$ cat src/include/sysctl_pkg.sv
// Constants, state codes and carrier types for the reset, power and watchdog controller.
// Assumes a 200 MHz APB clock and 32-bit APB data with one register per aligned word.
package sysctl_pkg;

  // ==========================================================================
  // Register map and field layout
  // ==========================================================================
  localparam int ADDR_W = 12;
  localparam logic [ADDR_W-1:0] OFF_RESET_CAUSE = 12'h000;
  localparam logic [ADDR_W-1:0] OFF_POWER_CONTROL = 12'h004;
  localparam logic [ADDR_W-1:0] OFF_SUSPEND_UNLOCK = 12'h008;
  localparam logic [ADDR_W-1:0] OFF_STATUS = 12'h00c;
  localparam int BIT_WDOG_OVF = 7;
  localparam int BIT_POWER_ON = 5;
  localparam int BIT_LOW_SUPPLY = 4;
  localparam int BIT_PIN_RESET = 3;
  localparam int TSEL_LSB = 0;
  localparam int BIT_IDLE = 0;
  localparam int BIT_PDOWN = 1;
  localparam int BIT_SOFT0 = 2;
  localparam int BIT_SOFT1 = 3;

  // ==========================================================================
  // Reset values and keys
  // ==========================================================================
  localparam logic [7:0] RST_POWER_CONTROL = 8'h00;
  localparam logic [7:0] RST_SUSPEND_UNLOCK = 8'h00;
  localparam logic [2:0] RST_TIMEOUT_SELECT = 3'h0;
  localparam logic [7:0] UNLOCK_KEY = 8'h55;

  // ==========================================================================
  // Timing
  // ==========================================================================
  // Log2 of the watchdog divisor, five bits per code, code 0 in the low slice.
  localparam logic [39:0] WDOG_LOG2 = {5'h05, 5'h07, 5'h09, 5'h0b, 5'h0c, 5'h0d, 5'h0f, 5'h11};
  localparam int WDOG_CNT_W = 17;
  localparam logic [12:0] WARM_RC_CLKS = 13'h0080;
  localparam logic [12:0] WARM_CERAMIC_CLKS = 13'h1000;
  localparam int CLK_PERIOD_NS = 5;
  localparam int LVR_DEBOUNCE_NS = 30000;
  localparam int LVR_DEBOUNCE_CYCLES = (LVR_DEBOUNCE_NS + CLK_PERIOD_NS - 1) / CLK_PERIOD_NS;

  // ==========================================================================
  // Types
  // ==========================================================================
  typedef enum logic [2:0] {
    ST_RUN = 3'b000,
    ST_IDLE = 3'b001,
    ST_PDOWN = 3'b010,
    ST_WAKE_WARM = 3'b011,
    ST_RESET_WARM = 3'b100
  } pm_state_t;

  typedef struct packed {
    logic psel;
    logic penable;
    logic pwrite;
    logic [ADDR_W-1:0] paddr;
    logic [31:0] pwdata;
  } apb_req_t;

  typedef struct packed {
    logic cpu_clk_en;
    logic periph_clk_en;
    logic osc_en;
  } clk_gate_t;

  typedef struct packed {
    logic wdog_enable;
    logic lvr_enable;
    logic ceramic_osc;
  } strap_t;

endpackage : sysctl_pkg

$ cat src/hw/reset_power_watchdog.sv
// Reset cause flags, watchdog, low-supply reset qualification and idle/power-down control.
// Assumes APB from a synchronous master, all inputs synchronous to pclk, and the watchdog
// RC oscillator delivered as a one-cycle tick per RC period.
//
// Summary of operation
// - Watchdog counts RC ticks in every mode.
// - Watchdog overflow causes a full system reset.
// - Overflow sets bit 7; software or power-on clears.
// - Any access to cause register restarts watchdog.
// - Three-bit select picks RC divisor per code.
// - Watchdog enable is a fixed strap option.
// - Power-on sets bit 5; only software clears.
// - Low-supply reset sets bit 4; software clears.
// - Pin reset sets bit 3; software clears.
// - Low supply must persist debounce time first.
// - Key 55 then idle bit enters idle.
// - Broken sequence clears unlock or mode bit.
// - Idle gates only the CPU clock.
// - Enabled interrupt ends idle, clears unlock, idle.
// - Any reset ends low power, clears mode state.
// - Key 55 then power-down bit enters power-down.
// - Power-down stops CPU and peripheral clocks.
// - Both bits set means power-down, both cleared.
// - External wake warms oscillator, then resumes.
// - Reset from power-down waits warm-up first.
// - Bits 3 and 2 are plain storage.
// - Warm-up is 128 RC or 4096 ceramic clocks.
`timescale 1ns/1ps

module reset_power_watchdog #(
  parameter int LVR_DEBOUNCE = sysctl_pkg::LVR_DEBOUNCE_CYCLES
) (
  input wire logic pclk,
  input wire logic presetn,
  input wire sysctl_pkg::apb_req_t apb,
  output logic [31:0] prdata,
  output logic pready,
  output logic pslverr,
  input wire sysctl_pkg::strap_t straps,
  input wire logic wdog_rc_tick,
  input wire logic low_supply,
  input wire logic pin_reset_n,
  input wire logic wake_irq,
  input wire logic ext_wake,
  output sysctl_pkg::clk_gate_t clk_gate,
  output logic sys_reset
);
  import sysctl_pkg::*;

  // ==========================================================================
  // State
  // ==========================================================================
  pm_state_t state_q, state_d;
  logic [31:0] prdata_q, prdata_d;
  logic pready_q, pready_d;
  logic pslverr_q, pslverr_d;
  logic wdog_ovf_flag_q, wdog_ovf_flag_d;
  logic power_on_flag_q, power_on_flag_d;
  logic low_supply_flag_q, low_supply_flag_d;
  logic pin_reset_flag_q, pin_reset_flag_d;
  logic [2:0] timeout_select_q, timeout_select_d;
  logic [3:0] power_control_q, power_control_d;
  logic [7:0] suspend_unlock_q, suspend_unlock_d;
  logic unlock_armed_q, unlock_armed_d;
  logic stray_mode_q, stray_mode_d;
  logic [WDOG_CNT_W-1:0] wdog_cnt_q, wdog_cnt_d;
  logic [15:0] lvr_cnt_q, lvr_cnt_d;
  logic lvr_qual_q, lvr_qual_d;
  logic [12:0] warm_cnt_q, warm_cnt_d;
  strap_t strap_q, strap_d;
  logic strap_taken_q, strap_taken_d;
  clk_gate_t clk_gate_q, clk_gate_d;
  logic sys_reset_q, sys_reset_d;

  // ==========================================================================
  // Bus decode
  // ==========================================================================
  logic access, wr, sel_cause, sel_pctl, sel_unlock, sel_status, mapped;
  logic [7:0] wbyte;
  logic [4:0] wdog_log2;
  logic [WDOG_CNT_W:0] wdog_span;
  logic [WDOG_CNT_W-1:0] wdog_mask;
  logic wdog_ovf, reset_evt, need_warm;
  logic [12:0] warm_last;
  logic [LVR_DEBOUNCE > 1 ? 15 : 15:0] lvr_last;

  // The access completes at the edge where the slave itself shows pready.
  assign access = apb.psel & apb.penable & pready_q;
  assign wr = access & apb.pwrite;
  assign wbyte = apb.pwdata[7:0];
  assign sel_cause = (apb.paddr == OFF_RESET_CAUSE);
  assign sel_pctl = (apb.paddr == OFF_POWER_CONTROL);
  assign sel_unlock = (apb.paddr == OFF_SUSPEND_UNLOCK);
  assign sel_status = (apb.paddr == OFF_STATUS);
  assign mapped = sel_cause | sel_pctl | sel_unlock | sel_status;

  // Watchdog terminal count from the selected divisor; code 101 is taken as 2^9.
  assign wdog_log2 = WDOG_LOG2[5 * int'(timeout_select_q) +: 5];
  assign wdog_span = (18'h00001 << wdog_log2) - 18'h00001;
  assign wdog_mask = wdog_span[WDOG_CNT_W-1:0];
  assign wdog_ovf = strap_taken_q & strap_q.wdog_enable & wdog_rc_tick
                    & (wdog_cnt_q == wdog_mask);

  // Any of the three sources forces a system reset.
  assign reset_evt = wdog_ovf | lvr_qual_q | ~pin_reset_n;
  // A watchdog reset from running needs no warm-up; pin, low supply or a stopped oscillator do.
  assign need_warm = lvr_qual_q | ~pin_reset_n | (state_q == ST_PDOWN)
                     | (state_q == ST_WAKE_WARM);
  assign warm_last = (strap_q.ceramic_osc ? WARM_CERAMIC_CLKS : WARM_RC_CLKS) - 13'h0001;
  assign lvr_last = 16'(LVR_DEBOUNCE - 1);

  // ==========================================================================
  // APB slave: one wait state, registered answer
  // ==========================================================================
  // Read data is sampled in the first access cycle so it stands with pready.
  always_comb begin
    pready_d = apb.psel & apb.penable & ~pready_q;
    pslverr_d = pready_d & ~mapped;
    prdata_d = prdata_q;
    if (pready_d) begin
      prdata_d = 32'h0000_0000;
      if (!apb.pwrite) begin
        if (sel_cause) begin
          prdata_d[BIT_WDOG_OVF] = wdog_ovf_flag_q;
          prdata_d[BIT_POWER_ON] = power_on_flag_q;
          prdata_d[BIT_LOW_SUPPLY] = low_supply_flag_q;
          prdata_d[BIT_PIN_RESET] = pin_reset_flag_q;
          prdata_d[TSEL_LSB +: 3] = timeout_select_q;
        end else if (sel_pctl) begin
          prdata_d[3:0] = power_control_q;
        end else if (sel_unlock) begin
          prdata_d[7:0] = suspend_unlock_q;
        end else if (sel_status) begin
          prdata_d[2:0] = state_q;
          prdata_d[3] = unlock_armed_q;
          prdata_d[4] = lvr_qual_q;
          prdata_d[5] = sys_reset_q;
          prdata_d[6] = strap_q.wdog_enable;
        end
      end
    end
  end

  always_ff @(posedge pclk or negedge presetn) begin
    if (!presetn) begin
      pready_q <= 1'b0;
      pslverr_q <= 1'b0;
      prdata_q <= 32'h0000_0000;
    end else begin
      pready_q <= pready_d;
      pslverr_q <= pslverr_d;
      prdata_q <= prdata_d;
    end
  end

  // ==========================================================================
  // Straps, caught once after reset release
  // ==========================================================================
  // Options never change while running, so later strap movement is ignored.
  always_comb begin
    strap_d = strap_q;
    strap_taken_d = 1'b1;
    if (!strap_taken_q) begin
      strap_d = straps;
    end
  end

  always_ff @(posedge pclk or negedge presetn) begin
    if (!presetn) begin
      strap_q <= '0;
      strap_taken_q <= 1'b0;
    end else begin
      strap_q <= strap_d;
      strap_taken_q <= strap_taken_d;
    end
  end

  // ==========================================================================
  // Watchdog and low-supply debounce
  // ==========================================================================
  // The RC tick is not gated by any power mode, so the count survives power-down.
  always_comb begin
    wdog_cnt_d = wdog_cnt_q;
    if (!(strap_taken_q && strap_q.wdog_enable) || (access && sel_cause) || sys_reset_q) begin
      wdog_cnt_d = '0;
    end else if (wdog_rc_tick) begin
      wdog_cnt_d = (wdog_cnt_q == wdog_mask) ? '0 : wdog_cnt_q + 1'b1;
    end
    // A dip shorter than the debounce time never qualifies.
    lvr_cnt_d = lvr_cnt_q;
    lvr_qual_d = 1'b0;
    if (!(strap_taken_q && strap_q.lvr_enable && low_supply)) begin
      lvr_cnt_d = 16'h0000;
    end else if (lvr_cnt_q != lvr_last) begin
      lvr_cnt_d = lvr_cnt_q + 16'h0001;
    end else begin
      lvr_qual_d = 1'b1;
    end
  end

  always_ff @(posedge pclk or negedge presetn) begin
    if (!presetn) begin
      wdog_cnt_q <= '0;
      lvr_cnt_q <= 16'h0000;
      lvr_qual_q <= 1'b0;
    end else begin
      wdog_cnt_q <= wdog_cnt_d;
      lvr_cnt_q <= lvr_cnt_d;
      lvr_qual_q <= lvr_qual_d;
    end
  end

  // ==========================================================================
  // Reset cause flags
  // ==========================================================================
  // Writing a zero clears a flag; a hardware set in the same cycle wins.
  always_comb begin
    logic wclr;
    wclr = wr & sel_cause;
    wdog_ovf_flag_d = wdog_ovf | (wdog_ovf_flag_q & ~(wclr & ~wbyte[BIT_WDOG_OVF]));
    power_on_flag_d = power_on_flag_q & ~(wclr & ~wbyte[BIT_POWER_ON]);
    low_supply_flag_d = lvr_qual_q
                        | (low_supply_flag_q & ~(wclr & ~wbyte[BIT_LOW_SUPPLY]));
    pin_reset_flag_d = ~pin_reset_n
                       | (pin_reset_flag_q & ~(wclr & ~wbyte[BIT_PIN_RESET]));
  end

  // Power-on is the asynchronous reset: it sets its own flag and clears the others.
  always_ff @(posedge pclk or negedge presetn) begin
    if (!presetn) begin
      wdog_ovf_flag_q <= 1'b0;
      power_on_flag_q <= 1'b1;
      low_supply_flag_q <= 1'b0;
      pin_reset_flag_q <= 1'b0;
    end else begin
      wdog_ovf_flag_q <= wdog_ovf_flag_d;
      power_on_flag_q <= power_on_flag_d;
      low_supply_flag_q <= low_supply_flag_d;
      pin_reset_flag_q <= pin_reset_flag_d;
    end
  end

  // ==========================================================================
  // Control registers, unlock sequence and power-mode sequencer
  // ==========================================================================
  // Each completed APB transfer stands for one instruction of the unlock sequence.
  always_comb begin
    state_d = state_q;
    timeout_select_d = timeout_select_q;
    power_control_d = power_control_q;
    suspend_unlock_d = suspend_unlock_q;
    unlock_armed_d = unlock_armed_q;
    stray_mode_d = 1'b0;
    warm_cnt_d = warm_cnt_q;
    // A mode bit written without the key is dropped one cycle later.
    if (stray_mode_q) begin
      power_control_d[BIT_PDOWN] = 1'b0;
      power_control_d[BIT_IDLE] = 1'b0;
    end
    if (access) begin
      unlock_armed_d = 1'b0;
      if (unlock_armed_q && !(wr && sel_pctl)) begin
        suspend_unlock_d = 8'h00;
      end
      if (wr && sel_cause) begin
        timeout_select_d = wbyte[TSEL_LSB +: 3];
      end
      if (wr && sel_unlock) begin
        suspend_unlock_d = wbyte;
        unlock_armed_d = (wbyte == UNLOCK_KEY);
      end
      if (wr && sel_pctl) begin
        // Soft flags are plain storage with no effect on the sequencer.
        power_control_d = wbyte[3:0];
        if (wbyte[BIT_PDOWN] || wbyte[BIT_IDLE]) begin
          if (unlock_armed_q && state_q == ST_RUN) begin
            state_d = wbyte[BIT_PDOWN] ? ST_PDOWN : ST_IDLE;
          end else begin
            stray_mode_d = 1'b1;
          end
        end
      end
    end
    case (state_q)
      ST_RUN: begin
      end
      ST_IDLE: begin
        if (wake_irq) begin
          state_d = ST_RUN;
          suspend_unlock_d = 8'h00;
          power_control_d[BIT_IDLE] = 1'b0;
        end
      end
      ST_PDOWN: begin
        if (ext_wake) begin
          state_d = ST_WAKE_WARM;
          warm_cnt_d = 13'h0000;
        end
      end
      ST_WAKE_WARM: begin
        warm_cnt_d = warm_cnt_q + 13'h0001;
        if (warm_cnt_q == warm_last) begin
          state_d = ST_RUN;
          suspend_unlock_d = 8'h00;
          power_control_d[BIT_PDOWN] = 1'b0;
          power_control_d[BIT_IDLE] = 1'b0;
        end
      end
      ST_RESET_WARM: begin
        // Held while any source stays active, then the warm-up runs out.
        if (!reset_evt) begin
          warm_cnt_d = warm_cnt_q + 13'h0001;
          if (warm_cnt_q >= warm_last) begin
            state_d = ST_RUN;
          end
        end
      end
      default: begin
        state_d = ST_RUN;
      end
    endcase
    // Every reset source wins over the sequence above and clears mode state.
    if (reset_evt || state_d == ST_RESET_WARM) begin
      if (reset_evt && state_q != ST_RESET_WARM) begin
        warm_cnt_d = need_warm ? 13'h0000 : warm_last;
      end else if (reset_evt) begin
        warm_cnt_d = 13'h0000;
      end
      if (reset_evt) begin
        state_d = ST_RESET_WARM;
      end
      power_control_d = RST_POWER_CONTROL[3:0];
      suspend_unlock_d = RST_SUSPEND_UNLOCK;
      timeout_select_d = RST_TIMEOUT_SELECT;
      unlock_armed_d = 1'b0;
      stray_mode_d = 1'b0;
    end
  end

  // Clock gates and system reset follow the next state so they change with it.
  always_comb begin
    sys_reset_d = (state_d == ST_RESET_WARM);
    case (state_d)
      ST_RUN: clk_gate_d = '{cpu_clk_en: 1'b1, periph_clk_en: 1'b1, osc_en: 1'b1};
      ST_IDLE: clk_gate_d = '{cpu_clk_en: 1'b0, periph_clk_en: 1'b1, osc_en: 1'b1};
      ST_PDOWN: clk_gate_d = '{cpu_clk_en: 1'b0, periph_clk_en: 1'b0, osc_en: 1'b0};
      ST_WAKE_WARM: clk_gate_d = '{cpu_clk_en: 1'b0, periph_clk_en: 1'b0, osc_en: 1'b1};
      ST_RESET_WARM: clk_gate_d = '{cpu_clk_en: 1'b0, periph_clk_en: 1'b0, osc_en: 1'b1};
      default: clk_gate_d = '{cpu_clk_en: 1'b1, periph_clk_en: 1'b1, osc_en: 1'b1};
    endcase
  end

  always_ff @(posedge pclk or negedge presetn) begin
    if (!presetn) begin
      state_q <= ST_RUN;
      timeout_select_q <= RST_TIMEOUT_SELECT;
      power_control_q <= RST_POWER_CONTROL[3:0];
      suspend_unlock_q <= RST_SUSPEND_UNLOCK;
      unlock_armed_q <= 1'b0;
      stray_mode_q <= 1'b0;
      warm_cnt_q <= 13'h0000;
      clk_gate_q <= '{cpu_clk_en: 1'b1, periph_clk_en: 1'b1, osc_en: 1'b1};
      sys_reset_q <= 1'b0;
    end else begin
      state_q <= state_d;
      timeout_select_q <= timeout_select_d;
      power_control_q <= power_control_d;
      suspend_unlock_q <= suspend_unlock_d;
      unlock_armed_q <= unlock_armed_d;
      stray_mode_q <= stray_mode_d;
      warm_cnt_q <= warm_cnt_d;
      clk_gate_q <= clk_gate_d;
      sys_reset_q <= sys_reset_d;
    end
  end

  // ==========================================================================
  // Outputs
  // ==========================================================================
  assign prdata = prdata_q;
  assign pready = pready_q;
  assign pslverr = pslverr_q;
  assign clk_gate = clk_gate_q;
  assign sys_reset = sys_reset_q;

endmodule : reset_power_watchdog

$ cat config.mk
export PLATFORM = sky130hd
export DESIGN_NAME = reset_power_watchdog
export DESIGN_NICKNAME = d
export VERILOG_FILES = /design/src/include/sysctl_pkg.sv /design/src/hw/reset_power_watchdog.sv
export SDC_FILE = /design/constraint.sdc
export NUM_CORES = 1
export LEC_CHECK = 0
export ABC_AREA = 1
export BUFFER_PORTS_ARGS = -buffer_cell sky130_fd_sc_hd__clkbuf_2
export CORE_AREA = 10 10 126 128
export DETAILED_ROUTE_END_ITERATION = 10
export DIE_AREA = 0 0 136 138
export PLACE_DENSITY_LB_ADDON = 0.1
export REMOVE_ABC_BUFFERS = 1
export SYNTH_ARGS = -nofsm -noshare
export SYNTH_HDL_FRONTEND = slang
export SYNTH_SLANG_ARGS = --single-unit
$ cat constraint.sdc
create_clock -name pclk -period 4.75 [get_ports pclk]
set_input_delay 0.2375 -clock pclk [delete_from_list [all_inputs] [get_ports pclk]]
set_output_delay 0.2375 -clock pclk [all_outputs]
set_load 0.05 [all_outputs]
**After elaboration in Yosys (flattened, before gate mapping)**

Index checks and enable logic that the tools add are counted.

- Register bits: 89
- Bits of input ports: 57
- Logic and storage cells: 181

- Add/sub/neg operators: 5
- Multipliers: 1
- Order comparisons: 1
- Eq/ne operators: 18
- Shifts and indexed selects: 2
- Muxes and demuxes: 64
- Bitwise gates (word level): 39
- Reductions and logical operators: 25

Operators with widths:

| cell | count |
|---|---|
| $mux W13 | 7 |
| $mux W8 | 7 |
| $mux W17 | 3 |
| $mux W3 | 14 |
| $shiftx A40 B7 Y5 const A | 1 |
| $pmux W13 S3 | 1 |
| $mux W16 | 2 |
| $eq A12 B4 Y1 const B | 2 |
| $mux W4 | 5 |
| $add A17 B1 Y17 const B | 1 |
| $and A1 B1 Y1 | 17 |
| $eq A17 B17 Y1 | 1 |
| $shl A1 B5 Y17 const A | 1 |
| $sub A17 B1 Y17 const B | 1 |
| $add A16 B1 Y16 const B | 1 |
| $ne A16 B13 Y1 const B | 1 |
| $pmux W8 S2 | 1 |
| $mux W1 | 15 |
| $pmux W3 S5 | 1 |
| $mux W7 | 2 |
| $add A13 B1 Y13 const B | 1 |
| $eq A13 B13 Y1 | 1 |
| $ge A13 B13 Y1 | 1 |
| $sub A13 B1 Y13 const B | 1 |
| 22 further kinds | 67 |

**Logic depth before layout (Yosys ltp)**

- Depth after elaboration: 16
- Depth in mapped cells: 14
- Depth with buffers taken out: 12

**Worst setup path before layout**

Ideal clock, no wire load.

- Path type: reg-to-reg
- Start point: reg pready_q (netlist: pready)
- End point: reg suspend_unlock_q[3]
- Setup time: 0.080 ns
- Arrival time: 1.705 ns
- Data required time: 4.670 ns
- Path slack: 2.965 ns
- Cell stages (with the launch flop): 9
- Clock period less this slack: 1.785 ns
- Cell sequence: dfrtp_1 -> nand3_1 -> nor2_1 -> nand3_2 -> nand3_1 -> nand2_1 -> o21ai_1 -> inv_1 -> nor2_1

- Word-level cells in the longest chain between the ends: 11

Ends and longest elaborated chain:

| what | line | text |
|---|---|---|
| start: declaration | reset_power_watchdog.sv:55 | `logic pready_q, pready_d;` |
| start signal: assignment | reset_power_watchdog.sv:150 | `pready_q <= pready_d;` |
| $and A1 B1 Y1 * | reset_power_watchdog.sv:88 | `assign access = apb.psel & apb.penable & pready_q;` |
| $and A1 B1 Y1 | reset_power_watchdog.sv:89 | `assign wr = access & apb.pwrite;` |
| $logic_and A1 B1 Y1 | reset_power_watchdog.sv:262, reset_power_watchdog.sv:272 |  |
| $mux W3 or $logic_not A1 Y1 (tied branches) | reset_power_watchdog.sv:272, reset_power_watchdog.sv:262 |  |
| $mux W3 or $logic_and A1 B1 Y1 (tied branches) | reset_power_watchdog.sv:260, reset_power_watchdog.sv:262 |  |
| $mux W3 or $mux W8 (tied branches) | reset_power_watchdog.sv:313, reset_power_watchdog.sv:262 |  |
| $mux W3 or $mux W8 (tied branches) | reset_power_watchdog.sv:311, reset_power_watchdog.sv:268 |  |
| $pmux W3 S5 or $mux W8 (tied branches) | reset_power_watchdog.sv:284, reset_power_watchdog.sv:260 |  |
| $eq A3 B3 Y1 (tied with other cells) | reset_power_watchdog.sv:323 | `if (reset_evt \|\| state_d == ST_RESET_WARM) begin` |
| $logic_or A1 B1 Y1 or $pmux W8 S2 (tied branches) | reset_power_watchdog.sv:323, reset_power_watchdog.sv:284 |  |
| $mux W8 * | reset_power_watchdog.sv:323 |  |
| net suspend_unlock_d[3] | reset_power_watchdog.sv:63 | `logic [7:0] suspend_unlock_q, suspend_unlock_d;` |
| end signal: assignment | reset_power_watchdog.sv:368 | `suspend_unlock_q <= suspend_unlock_d;` |
| end: declaration | reset_power_watchdog.sv:63 |  |

Mark *: on every way through the listed nets, which the timed path passes. The rest lies on a longest branch.
A chain may end at the register's enable or synchronous reset.

**Final worst setup path**

- Start point: reg state_q[2]
- End point: reg warm_cnt_q[2]

- Word-level cells in the longest chain between the ends: 12

Ends and longest elaborated chain:

| what | line | text |
|---|---|---|
| start: declaration | reset_power_watchdog.sv:53 | `pm_state_t state_q, state_d;` |
| start signal: assignment | reset_power_watchdog.sv:365 | `state_q <= state_d;` |
| $logic_not A3 Y1 | reset_power_watchdog.sv:276, reset_power_watchdog.sv:284 |  |
| $logic_and A1 B1 Y1 | reset_power_watchdog.sv:276 | `if (unlock_armed_q && state_q == ST_RUN) begin` |
| $mux W3 | reset_power_watchdog.sv:276 |  |
| $mux W3 | reset_power_watchdog.sv:275 | `if (wbyte[BIT_PDOWN] \|\| wbyte[BIT_IDLE]) begin` |
| $mux W3 | reset_power_watchdog.sv:272 | `if (wr && sel_pctl) begin` |
| $mux W3 | reset_power_watchdog.sv:260 | `if (access) begin` |
| $mux W3 | reset_power_watchdog.sv:313 | `if (warm_cnt_q >= warm_last) begin` |
| $mux W3 | reset_power_watchdog.sv:311 | `if (!reset_evt) begin` |
| $pmux W3 S5 | reset_power_watchdog.sv:284 | `case (state_q)` |
| $eq A3 B3 Y1 | reset_power_watchdog.sv:323 |  |
| $logic_or A1 B1 Y1 | reset_power_watchdog.sv:323 |  |
| $mux W13 * | reset_power_watchdog.sv:323 |  |
| net warm_cnt_d[2] | reset_power_watchdog.sv:69 | `logic [12:0] warm_cnt_q, warm_cnt_d;` |
| end signal: assignment | reset_power_watchdog.sv:371 | `warm_cnt_q <= warm_cnt_d;` |
| end: declaration | reset_power_watchdog.sv:69 |  |

Marks and branches as above.

==> flow_summary.yaml <==
status:
  status: "completed"
sta:
  hold_ws_ns: 0.0769
  clock-skew-final_ns: 0.00928
  period_share: 0.491
  fmax_mhz: 429
  finalMaxSlewViolations: 0
  finalHoldViolations: 0
  maxSlewHeadroom: 0.509
  finalSetupViolCount: 0
  rsz0062_at_grt: "false"
  tightestPinTransition_ns: 0.735
  min_period_ns: 2.33
  tns_ns: 0
power:
  ir_drop_uv: 148
  pwr-share-comb: 0.076
  p_leak_nw: 2.85
  p_int_mw: 1.20
  power.share.sequential: 0.476
  pwr_density_cell_mw_per_mm2: 275
  p_switching_mw: 0.419
  p_clk_frac: 0.448
  p_sw_frac: 0.259
global_route:
  grtUsageTotal: 0.142
  grt_pass1_vias: 4511
  grt-ovfl-total: 0
  grt_max_degree: 53
  antenna_found_initial: 0
  grt_first_pass_wirelength_um: 22100
place:
  hpwlAfterDp_um: 9920
  place_congestion: 0.868
  port_buffers: 46
  postPlaceCellArea_sq_mm: 0.00559
  dp.cells: 919
critical_path:
  arrival_ns: 2.56
  crit_path_start_kind: "flop"
  rrSetupSlack_ns: 2.42
  cp_max_fo: 11
  required_ns: 4.98
  crit_type: "reg2reg"
  endpoint_kind: "flop"
clock_tree:
  cts-buffers-inserted: 9
  htreeDepth: 3
  clockBufferDepth: 2
  cts_root_buffer: "clkbuf_16"
  cts.clk_slew.worst_paths_ns: 0.07
  clk_latency_ns: 0.35
  cts_tree: "done"
  cts_resized: 0
  clkSinkCount: 89
logic_synthesis:
  synth_simple_gate_area_frac: 0.306
  yosys.area_share.adder: 0.0190
  yosys_most_used_dff: "dfrtp_1"
  ys_async_sr_fraction: 1.00
  synth_area_sq_mm: 0.00528
  yosysUniqueCellTypes: 53
  synth-xor-area-share: 0.00663
  synth_top_family_by_area: "simple AND/OR/NAND/NOR gates"
  yosys_warnings: 0
  synth_cells: 701
  ys_seq_area_frac: 0.423
  synthMuxAreaShare: 0.00213
  syn_avg_cell_area_sq_um: 7.53
  synth-compound-area-share: 0.127
  synth_edf_count: 0
  ys_seq_elements: 89
final_layout:
  layout_commonest_cell: "nand2_1"
  syn_to_final_growth_pct: 11.6
  antenna_cells: 0
  final.fill_count: 1411
  drive_gt1_frac: 0.135
  utilization: 0.436
  mostFrequentLayoutCells: "nand2_1 (166), inv_1 (90), dfrtp_1 (85), nor2_1 (74), nand3_1 (49)"
  fin_nets: 816
  layout.cells.non_filler: 936
  finalInstanceArea_sq_mm: 0.00589
floorplan:
  std_cell_rows: 43
  ios: 95
  dieHeight_um: 138
  die_w_um: 136
  core_sq_mm: 0.0135
  design.die.area_sq_mm: 0.0188
  start_util: 0.391
drt:
  drc_errors: 0
  wl_per_cell_um: 14.0
  drtIter0Drc: 291
  vias_per_cell: 4.89
  num_vias: 4576
  postRouteAntennaNets: 0
  first_pass_iters: 4
  totalWireLength_um: 13100
worst_hold_path:
  worstHoldPathType: "in2reg"
run:
  max_cap_viol_count: 0
## synthesized netlist by cell type, drive strengths merged, types with 2 or more instances
| library cell | instances | share of area |
|---|---|---|
| o2111ai | 5 | 0.0083 |
| nand4 | 12 | 0.015 |
| conb | 2 | 0.0014 |
| o21ai | 53 | 0.050 |
| and3 | 5 | 0.0059 |
| o22ai | 6 | 0.0071 |
| inv | 97 | 0.069 |
| buf | 31 | 0.046 |
| nand2 | 170 | 0.12 |
| dfstp | 4 | 0.020 |
| dfrtp | 85 | 0.40 |
| o211ai | 5 | 0.0081 |
| nor4 | 4 | 0.0047 |
| a31oi | 3 | 0.0036 |
| a22o | 2 | 0.0033 |
| nand3b | 2 | 0.0028 |
| a21oi | 30 | 0.028 |
| nand3 | 56 | 0.061 |
| ha | 8 | 0.019 |
| nor3 | 21 | 0.028 |
| nor2 | 80 | 0.062 |
| xor2 | 3 | 0.0050 |
## area by class of cell
type	instances	area (sq um)	area share
Clock buffer	10	229	0.0388
Clock inverter	6	67.6	0.0115
Inverter	98	368	0.0624
Multi-Input combinational cell	505	2520	0.428
Sequential cell	89	2230	0.379
Tap cell	180	225	0.0382
Timing Repair Buffer	48	250	0.0425
## registers in the layout, indices dropped and copies added, names as in the netlist, 3 cells and up
name and flops:
clk_gate 3, lvr_cnt_q 16, power_control_q 4, prdata 8, state_q 3, strap_q 3
suspend_unlock_q 8, timeout_select_q 3, warm_cnt_q 13, wdog_cnt_q 17
## per-stage QoR
stage	setup slack, ns	power (mW)
detailed placement	2.17	0.909
floorplan	2.72	0.863
global placement	2.17	0.908
CTS	2.42	1.65
finish	2.42	1.62
global route	2.20	1.69
## metal layers
metal,share of wire,vias to the layer above,global-route usage,wire length [um]
met1,0.48,2115,0.189,6230
met4,0.014,0,0.0454,181
met2,0.45,88,0.220,5840
met5,0,-,0,0
li1,-,2360,-,-
met3,0.062,13,0.0377,810
## worst max-delay path, stage by stage, from the launching register on
cell     delay (ns)
dfrtp_1        0.44
nor2_1         0.21
nand2_1        0.13
nand2_1        0.34
inv_1          0.24
nand2_1        0.30
inv_1          0.21
a32o_1         0.24
nand2_1        0.06
nand2_1        0.05
## power by group through the flow
stage | Combinational (mW) | Clock [mW] | Sequential [mW]
6_report | 0.123 | 0.726 | 0.772
5_1_grt | 0.136 | 0.781 | 0.772
4_1_cts | 0.124 | 0.751 | 0.771
3_5_place_dp | 0.123 | 0 | 0.786
3_3_place_gp | 0.122 | 0 | 0.786
2_1_floorplan | 0.0754 | 0 | 0.788
## path summary, 6_finish.rpt
kind,from,end,cells after the start
worst max-delay path,state_q[2]$_DFF_PN0_,warm_cnt_q[2]$_DFF_PN0_,9
worst min-delay path,pin_reset_n,pin_reset_flag_q$_DFF_PN0_,2
worst max register to register,state_q[2]$_DFF_PN0_,warm_cnt_q[2]$_DFF_PN0_,9
worst min register to register,power_on_flag_q$_DFF_PN1_,power_on_flag_q$_DFF_PN1_,2
max in group asynchronous,presetn,warm_cnt_q[1]$_DFF_PN0_,3
min in group asynchronous,presetn,prdata[7]$_DFFE_PN0P_,2
## logic make-up (layout without fill, tap and decap cells)
kind of cell,after synthesis,in the layout
mux,1,1
other cells,2,25
simple gates,352,352
compound gates,115,115
fa+ha+maj,8,8
xor+xnor,4,4
flops,89,89
buf+inv,130,162
## what timing repair did
item	in CTS	in global routing
setup buffers	0	0
endpoints found under the setup margin	0	0
endpoints found under the hold margin	35	0
hold buffers	1	0
Note: power is estimated with default switching activity, not from simulation.
